==> src/include/ipl_pkg.sv <==
// Constants and types for the ingress port learning and policing configuration block
package ipl_pkg;
  localparam int unsigned IPL_ADDR_W = 4;
  localparam logic [IPL_ADDR_W-1:0] IPL_LEARN_CFG_OFS = 4'h0;
  localparam logic [IPL_ADDR_W-1:0] IPL_INGRESS_PORT_POLICING_CONFIG_OFS = 4'h4;
  localparam logic [IPL_ADDR_W-1:0] IPL_FRAME_CNT_OFS = 4'h8;
  localparam logic [IPL_ADDR_W-1:0] IPL_LAST_RES_OFS = 4'hc;
  localparam logic [1:0] IPL_HTRANS_NONSEQ = 2'h2;
  localparam int unsigned IPL_NUM_POL = 3;
  localparam int unsigned IPL_POL_PORT = 0;
  localparam int unsigned IPL_POL_CLASS = 1;
  localparam int unsigned IPL_POL_CONTENT = 2;
  localparam int unsigned IPL_CLASS_W = 3;
  localparam int unsigned IPL_PORT_W = 4;
  localparam int unsigned IPL_SVC_W = 10;
  localparam int unsigned IPL_QUEUE_W = 3;
  localparam int unsigned IPL_POL_IDX_W = 8;
  localparam logic [IPL_POL_IDX_W-1:0] IPL_CLASS_POL_BASE = 8'h20;

  // Field order gives the bit positions, most significant first
  typedef struct packed {
    logic locked_move_copy_to_cpu;
    logic learn_frame_discard;
    logic learn_frame_copy_to_cpu;
    logic learn_automatic;
    logic learning_enable;
    logic receive_forward_enable;
    logic [IPL_PORT_W-1:0] logical_port_number;
    logic backbone_domain_select;
    logic label_switch_router_mode;
  } ipl_learn_cfg_s;

  typedef struct packed {
    logic port_policer_enable;
    logic [(1<<IPL_CLASS_W)-1:0] class_policer_mask;
    logic [IPL_NUM_POL*IPL_NUM_POL-1:0] policer_ordering_matrix;
  } ipl_ingress_port_policing_config_s;

  localparam ipl_learn_cfg_s IPL_LEARN_CFG_RST = 12'h1c0;
  localparam ipl_ingress_port_policing_config_s IPL_INGRESS_PORT_POLICING_CONFIG_RST = 18'h001ff;

  typedef enum logic [1:0] {
    IPL_PH_IDLE = 2'h0,
    IPL_PH_READ = 2'h1,
    IPL_PH_WRITE = 2'h3
  } ipl_phase_e;

  typedef struct packed {
    logic valid;
    logic [IPL_PORT_W-1:0] phys_port;
    logic [IPL_CLASS_W-1:0] qos_class;
    logic [IPL_SVC_W-1:0] service_index;
    logic service_policer_select;
    logic learn_frame;
    logic locked_move;
    logic content_aware_hit;
    logic [IPL_NUM_POL-1:0] pol_open;
  } ipl_frame_s;

  typedef struct packed {
    logic valid;
    logic table_lookup;
    logic fwd_result_zero;
    logic hw_learn;
    logic learn_copy_cpu;
    logic learn_fwd_discard;
    logic locked_copy_cpu;
    logic [IPL_QUEUE_W-1:0] learn_queue;
    logic [IPL_QUEUE_W-1:0] locked_queue;
    logic [IPL_PORT_W-1:0] logical_port;
    logic backbone_domain;
    logic label_switch;
    logic port_pol_use;
    logic [IPL_POL_IDX_W-1:0] port_pol_idx;
    logic class_pol_use;
    logic [IPL_POL_IDX_W-1:0] class_pol_idx;
    logic [IPL_NUM_POL-1:0] pol_update;
  } ipl_result_s;

  typedef struct packed {
    ipl_phase_e phase;
    logic [IPL_ADDR_W-1:0] addr;
    logic [31:0] rdata;
    ipl_learn_cfg_s learn;
    ipl_ingress_port_policing_config_s pol;
    logic [31:0] frame_cnt;
    ipl_result_s res;
  } ipl_state_s;
endpackage

==> src/hw/ipl_port_cfg.sv <==
// Ingress port learning, lookup and policing configuration with AHB-Lite registers
//
// Implementation choices: the AHB-Lite slave port and the placing of the registers.
`timescale 1ns/1ps
module ipl_port_cfg
  import ipl_pkg::*;
(
  input wire logic clk,
  input wire logic arst_n,
  input wire logic hsel,
  input wire logic [31:0] haddr,
  input wire logic [1:0] htrans,
  input wire logic hwrite,
  input wire logic [2:0] hsize,
  input wire logic [31:0] hwdata,
  input wire logic hready,
  output logic hreadyout,
  output logic [31:0] hrdata,
  output logic hresp,
  input wire logic [ipl_pkg::IPL_QUEUE_W-1:0] cpu_learn_queue,
  input wire logic [ipl_pkg::IPL_QUEUE_W-1:0] cpu_locked_move_queue,
  input wire ipl_pkg::ipl_frame_s frame_in,
  output ipl_pkg::ipl_result_s result
);
  import ipl_pkg::*;

  ipl_state_s st_q;
  ipl_state_s st_d;

  // Policer m is updated only if every policer n selected for it is open
  function automatic logic [IPL_NUM_POL-1:0] pol_gate(
    input logic [IPL_NUM_POL*IPL_NUM_POL-1:0] order,
    input logic [IPL_NUM_POL-1:0] open,
    input logic [IPL_NUM_POL-1:0] active
  );
    logic [IPL_NUM_POL-1:0] upd;
    upd = '0;
    for (int m = 0; m < IPL_NUM_POL; m++)
    begin
      upd[m] = active[m];
      for (int n = 0; n < IPL_NUM_POL; n++)
      begin
        if (order[n + IPL_NUM_POL*m] && !open[n])
        begin
          upd[m] = 1'b0;
        end
      end
    end
    return upd;
  endfunction

  function automatic logic [31:0] rd_value(
    input logic [IPL_ADDR_W-1:0] addr,
    input ipl_state_s s
  );
    logic [31:0] v;
    v = 32'h0000_0000;
    case (addr)
      IPL_LEARN_CFG_OFS: v[$bits(ipl_learn_cfg_s)-1:0] = s.learn;
      IPL_INGRESS_PORT_POLICING_CONFIG_OFS: v[$bits(ipl_ingress_port_policing_config_s)-1:0] = s.pol;
      IPL_FRAME_CNT_OFS: v = s.frame_cnt;
      IPL_LAST_RES_OFS:
      begin
        v[IPL_NUM_POL-1:0] = s.res.pol_update;
        v[IPL_NUM_POL] = s.res.hw_learn;
        v[IPL_NUM_POL+1] = s.res.learn_copy_cpu;
        v[IPL_NUM_POL+2] = s.res.learn_fwd_discard;
        v[IPL_NUM_POL+3] = s.res.locked_copy_cpu;
        v[IPL_NUM_POL+4] = s.res.table_lookup;
      end
      default: v = 32'h0000_0000;
    endcase
    return v;
  endfunction

  logic learn_on;
  logic learn_hit;
  logic locked_hit;
  logic svc_pol_active;
  logic class_ok;
  logic class_use;
  logic [IPL_NUM_POL-1:0] pol_active;
  logic [IPL_NUM_POL-1:0] pol_eff_open;

  always_comb
  begin
    st_d = st_q;
    // Writes land in the data phase, so a read right behind sees them
    if (st_q.phase == IPL_PH_WRITE)
    begin
      case (st_q.addr)
        IPL_LEARN_CFG_OFS: st_d.learn = hwdata[$bits(ipl_learn_cfg_s)-1:0];
        IPL_INGRESS_PORT_POLICING_CONFIG_OFS: st_d.pol = hwdata[$bits(ipl_ingress_port_policing_config_s)-1:0];
        IPL_FRAME_CNT_OFS: st_d.frame_cnt = 32'h0000_0000;
        default: st_d.frame_cnt = st_d.frame_cnt;
      endcase
    end

    // Learning decisions
    // Enable gates learning
    learn_on = st_d.learn.learning_enable;
    learn_hit = learn_on && frame_in.learn_frame;
    locked_hit = learn_on && frame_in.locked_move;

    svc_pol_active = (frame_in.service_index != '0) && frame_in.service_policer_select;
    class_ok = !svc_pol_active;
    class_use = st_d.pol.class_policer_mask[frame_in.qos_class] && class_ok;

    pol_active[IPL_POL_PORT] = st_d.pol.port_policer_enable;
    pol_active[IPL_POL_CLASS] = class_use || svc_pol_active;
    pol_active[IPL_POL_CONTENT] = frame_in.content_aware_hit;
    // A policer not in use never holds a frame back
    pol_eff_open = frame_in.pol_open | ~pol_active;

    st_d.res.valid = frame_in.valid;
    if (frame_in.valid)
    begin
      // A frame in the same cycle as a clear is counted after it, so the count becomes 1
      st_d.frame_cnt = st_d.frame_cnt + 32'h0000_0001;
      st_d.res.table_lookup = st_d.learn.receive_forward_enable;
      st_d.res.fwd_result_zero = !st_d.learn.receive_forward_enable;
      st_d.res.hw_learn = learn_hit && st_d.learn.learn_automatic;
      st_d.res.learn_copy_cpu = learn_hit && st_d.learn.learn_frame_copy_to_cpu;
      st_d.res.learn_queue = cpu_learn_queue;
      st_d.res.learn_fwd_discard = learn_hit && st_d.learn.learn_frame_discard;
      st_d.res.locked_copy_cpu = locked_hit && st_d.learn.locked_move_copy_to_cpu;
      st_d.res.locked_queue = cpu_locked_move_queue;
      st_d.res.logical_port = st_d.learn.logical_port_number;
      st_d.res.backbone_domain = st_d.learn.backbone_domain_select;
      st_d.res.label_switch = st_d.learn.label_switch_router_mode;
      st_d.res.port_pol_use = st_d.pol.port_policer_enable;
      st_d.res.port_pol_idx = {{(IPL_POL_IDX_W-IPL_PORT_W){1'b0}}, frame_in.phys_port};
      st_d.res.class_pol_use = class_use;
      st_d.res.class_pol_idx = IPL_CLASS_POL_BASE
        + {1'b0, frame_in.phys_port, frame_in.qos_class};
      st_d.res.pol_update = pol_gate(st_d.pol.policer_ordering_matrix, pol_eff_open,
        pol_active);
    end

    // Address phase; single slave, so the bus is always ready
    st_d.phase = IPL_PH_IDLE;
    if (hsel && hready && (htrans == IPL_HTRANS_NONSEQ))
    begin
      st_d.addr = haddr[IPL_ADDR_W-1:0];
      st_d.phase = hwrite ? IPL_PH_WRITE : IPL_PH_READ;
      if (!hwrite)
      begin
        st_d.rdata = rd_value(haddr[IPL_ADDR_W-1:0], st_d);
      end
    end
  end

  always_ff @(posedge clk or negedge arst_n)
  begin
    if (!arst_n)
    begin
      st_q <= '0;
      st_q.phase <= IPL_PH_IDLE;
      st_q.learn <= IPL_LEARN_CFG_RST;
      st_q.pol <= IPL_INGRESS_PORT_POLICING_CONFIG_RST;
    end
    else
    begin
      st_q <= st_d;
    end
  end

  assign hreadyout = 1'b1;
  assign hresp = 1'b0;
  assign hrdata = st_q.rdata;
  assign result = st_q.res;
endmodule

==> config.mk <==
export PLATFORM = sky130hd
export DESIGN_NAME = ipl_port_cfg
export DESIGN_NICKNAME = d
export VERILOG_FILES = /design/src/include/ipl_pkg.sv /design/src/hw/ipl_port_cfg.sv
export SDC_FILE = /design/constraint.sdc
export NUM_CORES = 1
export LEC_CHECK = 0
export BUFFER_PORTS_ARGS = -buffer_cell sky130_fd_sc_hd__buf_2
export CORE_MARGIN = 8
export CORE_UTILIZATION = 55
export DETAILED_ROUTE_END_ITERATION = 10
export MAX_ROUTING_LAYER = met4
export PLACE_DENSITY = 0.83
export REMOVE_ABC_BUFFERS = 1
export SLEW_MARGIN = 15
export SYNTH_ARGS = -nofsm -noshare
export SYNTH_HDL_FRONTEND = slang
export SYNTH_SLANG_ARGS = --single-unit
==> constraint.sdc <==
create_clock -name clk -period 4.55 [get_ports clk]
set_clock_uncertainty 0.2 [all_clocks]
set_input_delay 0.91 -clock clk [delete_from_list [all_inputs] [get_ports clk]]
set_output_delay 0.91 -clock clk [all_outputs]
set_load 0.01 [all_outputs]
== Yosys cells after proc, flatten, opt, wreduce, memory -nomap -nowiden ==
Cells that the tools add are included.

* Equal/unequal tests: 7
* Add/subtract/negate cells: 2
* Order comparisons: 1
* Reductions and logical operators: 29
* Bitwise logic cells: 3
* Multiplexer cells: 24

{| class="wikitable"
|+ Operator list
! cell !! count
|-
| $mux W32 || 3
|-
| $mux W62 || 1
|-
| $mux W39 || 1
|-
| $mux W38 || 1
|-
| $add A32 B1 Y32 const B || 1
|-
| $pmux W8 S4 || 1
|-
| $logic_and A1 B1 Y1 || 19
|-
| $mux W18 || 1
|-
| $mux W14 || 1
|-
| $eq A4 B4 Y1 const B || 3
|-
| $mux W12 || 1
|-
| $pmux W4 S3 || 1
|-
| $pmux W6 S2 || 1
|-
| $mux W1 || 10
|-
| $reduce_bool A10 Y1 || 1
|-
| $add A6 B7 Y8 const A || 1
|-
| $eq A4 B3 Y1 const B || 2
|-
| $logic_not A4 Y1 || 2
|-
| $logic_not A1 Y1 || 5
|-
| $eq A2 B2 Y1 const B || 2
|-
| $lt A3 B4 Y1 const B || 1
|-
| $bmux W1 S3 || 1
|-
| $not A3 Y3 || 1
|-
| $or A3 B3 Y3 || 1
|-
| 4 further kinds || 4
|}

* Input bits: 105
* Flip-flop bits (word level): 136
* Logic and storage cells: 99
* Output and inout bits: 74

== Depth between registers and ports, before layout ==
Gate-level depths: netlist of the first run.

* Word-level depth: 18
* Mapped depth: 13
* Mapped depth without buffers: 11

== Worst setup path after synthesis of the first run ==
OpenSTA, ideal clock, no wires.

* Path kind: register -> register
* Start point: register st_q[138] in the netlist's numbering
* End point: register st_q (netlist bit hrdata[24])
* Path slack: 1632 ps
* Path buffers: 2
* Cell stages (with the launch flop): 13
* Required time: 4220 ps
* Data arrival time: 2588 ps
* Setup time: 130 ps
* Period minus slack after synthesis: 2918 ps
* Path through: dfrtp_1 -> and4bb_2 -> buf_2 -> nand3b_1 -> clkbuf_1 -> and2_1 -> ha_1 -> nand2_1 -> nor2_1 -> nand4_1 -> nor4bb_1 -> xnor2_1 -> o21ai_0

* Word-level cells in the longest chain between the ends: 5

{| class="wikitable"
|+ Ends and longest elaborated chain
! item !! RTL line !! RTL
|-
| start: declaration || ipl_port_cfg.sv:27 || <nowiki>ipl_state_s st_q;</nowiki>
|-
| start signal: assignment || ipl_port_cfg.sv:164 || <nowiki>st_q <= st_d;</nowiki>
|-
| $eq A2 B2 Y1 (*) || ipl_port_cfg.sv:89 || <nowiki>if (st_q.phase == IPL_PH_WRITE)</nowiki>
|-
| $mux W62 (*) || ipl_port_cfg.sv:89 ||
|-
| $add A32 B1 Y32 || ipl_port_cfg.sv:119 || <nowiki>st_d.frame_cnt = st_d.frame_cnt + 32'h0000_0001;</nowiki>
|-
| $mux W32 (*) || ipl_port_cfg.sv:116 || <nowiki>if (frame_in.valid)</nowiki>
|-
| $mux W14 (*) || ipl_port_cfg.sv:58 || <nowiki>case (addr)</nowiki>
|}

Every way passes the cells marked *; elsewhere a longest branch is shown, timed or not.
A chain may end at the register's enable or synchronous reset.

== Final worst setup path of the first run ==
Same ends and word-level chain as after synthesis.

==> results of run 1 <==
-- worst register-to-register path: stages (launching register included) --
cell and delay [ns]:
dfrtp_1 0.40, and4bb_2 0.39, nand3b_1 0.15, buf_4 0.21, and2_1 0.19, ha_1 0.20
nand2_1 0.08, nor2_1 0.24, nand4_1 0.32, nor4bb_1 0.42, xnor2_1 0.20, o21ai_0 0.13
-- registers in the layout (all words and copies together), names as in the netlist --
signal and flops:
st_q 68, hrdata 32, result 34
-- area by class of cell --
type / instances / area share, %
Sequential cell: 134 / 44.5
Multi-Input combinational cell: 394 / 33.6
Timing Repair Buffer: 134 / 9.28
Clock buffer: 21 / 6.34
Clock inverter: 11 / 2.89
Tap cell: 147 / 2.43
Inverter: 20 / 0.991
-- cells by family after synthesis --
logic type,share of synthesized area (%)
adders and majority gates,0.375
DFF,50.4
muxes,8.06
xor gates and xnor gates,4.07
buffers and inverters,11.7
other,0.112
AOI/OAI and AO/OA,10.3
and+or+nand+nor,15.0
-- metal layers --
layer / GRT usage, % / routed length [um] / up-vias
met5: - / 0 / -
met4: 10.3 / 478 / 0
met3: 5.65 / 976 / 39
met2: 36.2 / 8430 / 187
met1: 23.6 / 6450 / 2468
li1: - / - / 2261
-- power by group through the flow --
stage               sequential (W)  clock, W  combinational (W)
floorplan                  0.00140         0           0.000197
global placement           0.00138         0           0.000397
detailed placement         0.00139         0           0.000408
CTS                        0.00137   0.00162           0.000412
global route               0.00138   0.00166           0.000451
finish                     0.00137   0.00161           0.000410
-- per-stage QoR --
step / cells / instance area, um2 / power (W)
floorplan: 548 / 5980 / 0.00159
detailed placement: 829 / 6880 / 0.00180
CTS: 861 / 7580 / 0.00340
global route: 861 / 7580 / 0.00350
finish: 861 / 7580 / 0.00339
global placement: 829 / 6880 / 0.00177
-- cell usage in the layout (no fill, tap or decap), types with 8 or more instances in the layout --
master / instances
nor2_1: 62
buf_2: 126
a22o_1: 8
xnor2_1: 14
nand2_1: 64
mux2_2: 34
clkbuf_16: 17
xor2_1: 17
mux2i_1: 11
o21ai_0: 34
nand3_1: 12
and3_1: 9
a21oi_1: 18
inv_1: 19
nand4_1: 16
dfrtp_1: 122
dfstp_2: 12
-- path summary, 6_finish.rpt --
check / slack (ns) / cells after the start / startpoint / end
hold / removal: 0.28 / 2 / hrdata[20] / hrdata[20]
hold reg to reg: 0.28 / 2 / hrdata[20] / hrdata[20]
setup reg to reg: 1.30 / 11 / st_q[138] / hrdata[24]
min in group asynchronous: 0.46 / 1 / arst_n / result[26]
setup / recovery: 1.30 / 11 / st_q[138] / hrdata[24]
max in group asynchronous: 2.84 / 2 / arst_n / st_q[138]
==> results_dict.tcl, run 1 <==
set metrics [dict create \
    syn_to_final_growth_pct 13.5 \
    syn_area_mm2 0.00668 \
    worstHoldPathType "flip-flop to flip-flop" \
    ys.flop_type "dfrtp_1" \
    num_vias 4955 \
    outcome "complete, no violations" \
    pre_cts_slack_ns 1.33 \
    clkSinkCount 134 \
    ios 179 \
    multi_input_area_mm2 0.00255 \
    antenna_left 0 \
    io_buffers 127 \
    period_share_pct 71.5 \
    setup_slack_ns 1.30 \
    power_leakage_nw 3.65 \
    vias_per_cell 5.75 \
    rsz0062_at_grt "false" \
    holdBufCountCts 0 \
    rows 40 \
    avgRoutedWirePerCell_um 19.0 \
    syn_area_per_cell_um2 10.4 \
    setup-violations-final 0 \
    crit_path_top_delay_cell "nor4bb_1" \
    cp_top_family "simple AND/OR/NAND/NOR gates" \
    crit_chain "and4bb_2, nand3b_1, buf_4, and2_1, ha_1, nand2_1, nor2_1, nand4_1, nor4bb_1, xnor2_1, o21ai_0" \
    drt_iter0_drc 485 \
    hold_viol 0 \
    max_stage_delay_ns 0.42 \
    power_density_mw_per_mm2 447 \
    synth_common_cells "dfrtp_1 (122), buf_4 (74), nand2_1 (64)" \
    p_sw_w 0.000833 \
    p_seq_share_pct 40.5 \
    finalWirelength_um 16300 \
    slew_headroom_pct 34.2 \
    dieArea_mm2 0.0159 \
    post-cts-setup-buffer-count 0 \
    h-tree-depth 4 \
    layout_min_cycle_time_ns 3.25 \
    dieWidth_um 126 \
    root_buffer "clkbuf_16" \
    p_comb_share_pct 12.1 \
    netlist.area_leader.share_pct 45.7 \
    max_cap_violations 0 \
    core_mm2 0.0119 \
    cts_tree "built" \
    synth_edf_count 0 \
    clock_insertion_delay_worst_skew_ns 0.42 \
    timing.hold.ws_ns 0.276 \
    cp-end-kind "flip-flop" \
    yosysWarnings 0 \
    regArea_mm2 0.00337 \
    start_kind "flip-flop" \
    slew_violations 0 \
    p_sw_share_pct 24.6 \
    cts_buffers 17 \
    diodes 0 \
    drc 0 \
    clk_pin_slew_ns 0.06 \
    synth.most_common_cell "dfrtp_1" \
    cp_max_fo 16 \
    drive_gt1_share_pct 30.7 \
    internal_power_w 0.00255 \
    hpwl_um 11700 \
    ys_ff_latch 134 \
    finalSetupTns_ns 0 \
    cts_resized 0 \
    fill_cells 918 \
    worstPathRequired_ns 4.64 \
    die-height_um 126 \
    yosysTopAreaCell "dfrtp_1" \
    grt_max_degree 77 \
    cts_buffer_depth 2 \
    async_flop_share_pct 100 \
    pwr-share-clk_pct 47.4 \
    yosysUniqueCellTypes 64 \
    postLayoutCoreUtil_pct 63.6 \
    grt_overflow 0 \
    worstPathArrival_ns 3.34 \
    ir_drop_mv 0.325 \
    grt_pass1_vias 5207 \
    antenna_found_initial 0 \
    grt_pass1_wl_um 26500 \
    grt_use_total_pct 21.6 \
    nets 808 \
    tightest_slew_ns 0.987 \
    fmax_ghz 0.307 \
    crit_buf_inv 1 \
    gp_congestion 0.886 \
    firstDrtPassIters 5 \
    crit_type "flip-flop to flip-flop" \
    initial_core_util_pct 56.1 \
    postSynthCellCount 645 \
    yosysSeqAreaShare_pct 50.4 \
    synth_area_leaders "dfrtp_1 (46%), buf_4 (8.3%), mux2_2 (5.7%)" \
]
No activity file was read; power rests on OpenSTA's default activity.
==> inputs of run 2 (changes only) <==
--- a/config.mk
+++ b/config.mk
@@ -7,10 +7,10 @@
 export LEC_CHECK = 0
 export BUFFER_PORTS_ARGS = -buffer_cell sky130_fd_sc_hd__buf_2
 export CORE_MARGIN = 8
-export CORE_UTILIZATION = 55
+export CORE_UTILIZATION = 53
 export DETAILED_ROUTE_END_ITERATION = 10
 export MAX_ROUTING_LAYER = met4
-export PLACE_DENSITY = 0.83
+export PLACE_DENSITY = 0.8
 export REMOVE_ABC_BUFFERS = 1
 export SLEW_MARGIN = 15
 export SYNTH_ARGS = -nofsm -noshare
==> constraint.sdc (replaced) <==
create_clock -name clk -period 3.4 [get_ports clk]
set_clock_uncertainty 0.2 [all_clocks]
set_input_delay 0.68 -clock clk [delete_from_list [all_inputs] [get_ports clk]]
set_output_delay 0.68 -clock clk [all_outputs]
set_load 0.01 [all_outputs]
==> run 2 against run 1 <==
Effect of this change:
- sequential cell count stayed put
- cell count grew 4.1%
- sequential power is 34% higher
- utilization shrank 2.9 points
- clock power rose by 14%
- design area about the same
- maximum frequency is 9.7% higher
- worst hold slack gained 0.00064 ns
- routed wire length increased by 2.1%
- first-iteration DRC count fell by 8.7%
- setup slack lost 0.86 ns
- critical path type unchanged
==> results_dict.tcl, run 2 (synthesis gave the netlist of run 1 again) <==
set metrics [dict create \
    top_register "st_q" \
    cts_tree "built" \
    layout_commonest_cell "buf_2" \
    grt_max_degree 64 \
    grt_pass1_vias 5199 \
    clkSinkCount 134 \
    cp-end-kind "flip-flop" \
    rows 41 \
    core_mm2 0.0125 \
    drt_iter0_drc 443 \
    cts_buffer_depth 2 \
    h-tree-depth 4 \
    num_vias 4969 \
    cts_resized 0 \
    fmax_ghz 0.337 \
    cp_max_fo 6 \
    slew_headroom_pct 59.0 \
    io_buffers 127 \
    finalSetupTns_ns 0 \
    period_share_pct 87.3 \
    crit_type "flip-flop to flip-flop" \
    cts_buffers 17 \
    grt_use_total_pct 21.5 \
    crit_chain "and4bb_2, nand3b_1, and2_1, ha_1, nand2_1, nor2_1, nand4_1, nor2_1, nand2_1, xor2_1, a22o_1" \
    grt_overflow 0 \
    grt_pass1_wl_um 26800 \
    tightest_slew_ns 0.607 \
    hpwl_um 12100 \
    drc 0 \
    firstDrtPassIters 6 \
    nets 817 \
    layout_min_cycle_time_ns 2.97 \
    crit_path_top_delay_cell "dfrtp_1" \
    dieArea_mm2 0.0164 \
    clock_insertion_delay_worst_skew_ns 0.43 \
    antenna_found_initial 1 \
    min_path_cells 2 \
    start_kind "flip-flop" \
    crit_buf_inv 0 \
    worstPathArrival_ns 3.07 \
    worstHoldPathType "input port to flip-flop" \
    max_stage_delay_ns 0.41 \
    largest_reg_flops 68 \
    clk_pin_slew_ns 0.06 \
    layout_common_cells "buf_2 (126), dfrtp_1 (122), nand2_1 (64), nor2_1 (62)" \
    vias_per_cell 5.55 \
    cp_top_family "simple AND/OR/NAND/NOR gates" \
    worstPathRequired_ns 3.51 \
    gp_congestion 0.886 \
    max_cap_violations 0 \
    root_buffer "clkbuf_16" \
    initial_core_util_pct 53.6 \
    slew_violations 0 \
    outcome "complete, no violations" \
    rsz0062_at_grt "false" \
    dieWidth_um 128 \
    ir_drop_mv 0.297 \
    syn_to_final_growth_pct 13.4 \
    power_leakage_nw 3.63 \
    die-height_um 128 \
    hold_viol 0 \
    cp.depth 11 \
    avgRoutedWirePerCell_um 18.6 \
    antenna_left 0 \
    timing.hold.ws_ns 0.277 \
    drive_gt1_share_pct 31.3 \
    ff2ff_path_depth 11 \
    setup-violations-final 0 \
    ios 179 \
    power_density_mw_per_mm2 559 \
    finalWirelength_um 16700 \
]
## run 2: worst reg2reg max path: cells and delay by family (launching register included)
| family | cells | cell delay (ns) |
|---|---|---|
| flops | 1 | 0.41 |
| simple gates | 8 | 1.62 |
| xor+xnor | 1 | 0.19 |
| compound gates | 1 | 0.21 |
| fa+ha+maj | 1 | 0.22 |
## run 2: area by class of cell
| class | instances | area [um2] |
|---|---|---|
| antenna | 1 | 2.50 |
| clock buffer | 19 | 443 |
| clock inverter | 13 | 148 |
| fill | 1011 | 4890 |
| inverter | 20 | 75.1 |
| multi-input combinational | 394 | 2550 |
| sequential | 134 | 3370 |
| tap | 172 | 215 |
| timing repair buffer | 143 | 773 |
## run 2: path summary, 6_finish.rpt
kind	from	to	slack, ns
min	frame_in[22]	result[8]	0.28
min reg2reg	hrdata[31]	hrdata[31]	0.28
max	st_q[138]	hrdata[26]	0.43
max reg2reg	st_q[138]	hrdata[26]	0.43
max in group asynchronous	arst_n	hrdata[15]	1.59
min in group asynchronous	arst_n	result[8]	0.53
## run 2: timing repair
item | in CTS | in global routing
endpoints found under the hold margin | 28 | 0
buffers inserted | 0 | 0
hold buffers | 1 | 0
## run 2: power by group
| group | internal [W] | switching, W | total, W |
|---|---|---|---|
| combinational | 0.000233 | 0.000334 | 0.000567 |
| clock | 0.00111 | 0.000732 | 0.00184 |
| sequential | 0.00174 | 0.0000916 | 0.00183 |
| total | 0.00308 | 0.00116 | 0.00423 |
## run 2: per-layer routing
layer	wire length [um]	global-route usage (%)	part of all wire [%]
met1	6460	24.0	39
met5	0	-	0
met4	406	8.88	2.4
met2	8560	35.9	51
met3	1250	5.74	7.5
## run 2: stage by stage
step           worst slack, ns  util, %  std cells  instance area, um2  power (W)
3_5_place_dp             0.504     55.9        862                6970    0.00242
3_3_place_gp             0.581     55.9        862                6970    0.00239
2_1_floorplan           0.0327        -        548                5980    0.00213
6_report                 0.433     60.7        896                7570    0.00423
5_1_grt                  0.259     60.7        896                7570    0.00439
4_1_cts                  0.462     60.7        895                7570    0.00425
==> inputs of run 3 (changes only) <==
--- a/config.mk
+++ b/config.mk
@@ -7,10 +7,10 @@
 export LEC_CHECK = 0
 export BUFFER_PORTS_ARGS = -buffer_cell sky130_fd_sc_hd__buf_2
 export CORE_MARGIN = 8
-export CORE_UTILIZATION = 53
+export CORE_UTILIZATION = 50
 export DETAILED_ROUTE_END_ITERATION = 10
 export MAX_ROUTING_LAYER = met4
-export PLACE_DENSITY = 0.8
+export PLACE_DENSITY = 0.76
 export REMOVE_ABC_BUFFERS = 1
 export SLEW_MARGIN = 15
 export SYNTH_ARGS = -nofsm -noshare
==> run 3 against run 2 <==
Effect of this change:
- non-clock buffer count up 2
- register-to-register slack got worse by 0.06 ns
- critical path type unchanged
- worst hold slack got worse by 0.17 ns
- total power increased by 3.5%
- global-route usage decreased by 1.5 points
- highest routed layer unchanged
- critical path depth shrank 1
- sequential power barely moved
- sequential share of layout area down 0.28 points
- combinational power about the same
- maximum frequency down 2.0%
- via count rose by 1.5%
- design area rose by 0.64%
==> results_dict.tcl, run 3 (synthesis gave the netlist of run 1 again) <==
set metrics [dict create \
    outcome "complete, no violations" \
    antenna_found_initial 0 \
    use_met3_pct 4.38 \
    ff2ff_path_depth 10 \
    num_vias 5044 \
    grt_max_degree 80 \
    p_seq_share_pct 41.8 \
    antenna_left 0 \
    slew_headroom_pct 52.4 \
    pre_cts_slack_ns 0.419 \
    io_buffers 127 \
    die-height_um 132 \
    slew_violations 0 \
    grt_overflow 0 \
    dieWidth_um 132 \
    hold_viol 0 \
    vias_per_cell 5.60 \
    crit_type "flip-flop to flip-flop" \
    initial_core_util_pct 50.8 \
    grt_pass1_vias 5367 \
    start_kind "flip-flop" \
    diodes 0 \
    clk_pin_slew_ns 0.06 \
    drive_gt1_share_pct 30.9 \
    gp_congestion 0.877 \
    pwr-share-clk_pct 45.2 \
    r2r-end "hrdata[24]" \
    dieArea_mm2 0.0173 \
    cts_buffer_depth 2 \
    endpoint "hrdata[24]" \
    fmax_ghz 0.330 \
    h-tree-depth 4 \
    hpwl_um 12000 \
    reg2reg_slack_ns 0.37 \
    layout_common_cells "buf_2 (126), dfrtp_1 (122), nand2_1 (64), nor2_1 (62)" \
    firstDrtPassIters 5 \
    internal_power_w 0.00329 \
    finalSetupTns_ns 0 \
    tightest_slew_ns 0.714 \
    syn_to_final_growth_pct 14.1 \
    finalWirelength_um 16800 \
    core_mm2 0.0131 \
    largest_reg_flops 68 \
    setup_slack_ns 0.372 \
    avgRoutedWirePerCell_um 18.6 \
    p_sw_w 0.00109 \
    total_power_w 0.00438 \
    rows 42 \
    grtUsageMet2_pct 33.8 \
    post-cts-setup-buffer-count 0 \
    ios 179 \
    worstPathRequired_ns 3.48 \
    grt_use_total_pct 20.1 \
    timing.hold.ws_ns 0.111 \
    cts_tree "built" \
    drc 0 \
    layout_commonest_cell "buf_2" \
    clkSinkCount 134 \
    layout_min_cycle_time_ns 3.03 \
    cts_resized 0 \
    top_register "st_q" \
    ir_drop_mv 0.259 \
    p_sw_share_pct 24.9 \
    setup-violations-final 0 \
    drt_iter0_drc 345 \
    period_share_pct 89.0 \
    busiest_layer "met2" \
    met1_usage_pct 22.3 \
    clock_insertion_delay_worst_skew_ns 0.42 \
    root_buffer "clkbuf_16" \
    rsz0062_at_grt "false" \
    r2r_start "st_q[138]" \
    power_leakage_nw 3.66 \
    power_density_mw_per_mm2 575 \
    grt_pass1_wl_um 27300 \
    max_cap_violations 0 \
    worstPathArrival_ns 3.11 \
    nets 819 \
    cts_buffers 17 \
    worstHoldPathType "input port to asynchronous set/reset pin" \
    p_comb_share_pct 13.0 \
    cp_max_fo 6 \
    holdBufCountCts 0 \
    cp-end-kind "flip-flop" \
    crit_start "st_q[138]" \
]
-- run 3: worst max-delay path, cell delays in order (launching register included) --
cell and delay, ns:
dfrtp_1 0.40, and4bb_2 0.25, nand3b_1 0.23, and2_1 0.23, ha_1 0.22, nand2_1 0.08, nor2_1 0.23, nand4_1 0.31
nor4bb_1 0.41, xnor2_1 0.20, o21ai_0 0.13
-- run 3: cell type report --
class	count	area (um2)
multi-input cells	394	2550
well taps	176	220
inverters	20	75.1
repair buffers	145	777
fillers	1107	5520
clock inverters	8	171
flip-flops and latches	134	3370
clock buffers	24	462
-- run 3: stage by stage --
stage / area, um2 / cells / util (%)
finish: 7620 / 901 / 58.0
detailed placement: 6990 / 869 / 53.2
global placement: 6990 / 869 / 53.2
floorplan: 5980 / 548 / -
global route: 7620 / 901 / 58.0
CTS: 7620 / 901 / 58.0
-- run 3: power groups by stage --
stage | Clock (W) | Combinational [W] | Sequential (W)
6_report | 0.00198 | 0.000570 | 0.00183
5_1_grt | 0.00208 | 0.000623 | 0.00185
4_1_cts | 0.00201 | 0.000574 | 0.00183
3_5_place_dp | 0 | 0.000566 | 0.00185
3_3_place_gp | 0 | 0.000547 | 0.00184
2_1_floorplan | 0 | 0.000264 | 0.00187
-- run 3: how the worst min path moves through the flow --
stage	slack [ns]	from	cells past startpoint	end
6_report	0.11	arst_n	1	result[26]
5_1_grt	0.15	arst_n	1	result[26]
4_1_cts	0.12	arst_n	1	result[27]
3_5_place_dp	0.27	hrdata[19]	2	hrdata[19]
3_3_place_gp	0.26	result[8]	2	result[8]
2_1_floorplan	0.18	arst_n	0	hrdata[0]
-- run 3: layer usage --
| layer | vias to the layer above | wire, um |
|---|---|---|
| li1 | 2298 | - |
| met1 | 2514 | 6780 |
| met2 | 194 | 8580 |
| met3 | 38 | 963 |
| met4 | 0 | 438 |
| met5 | - | 0 |
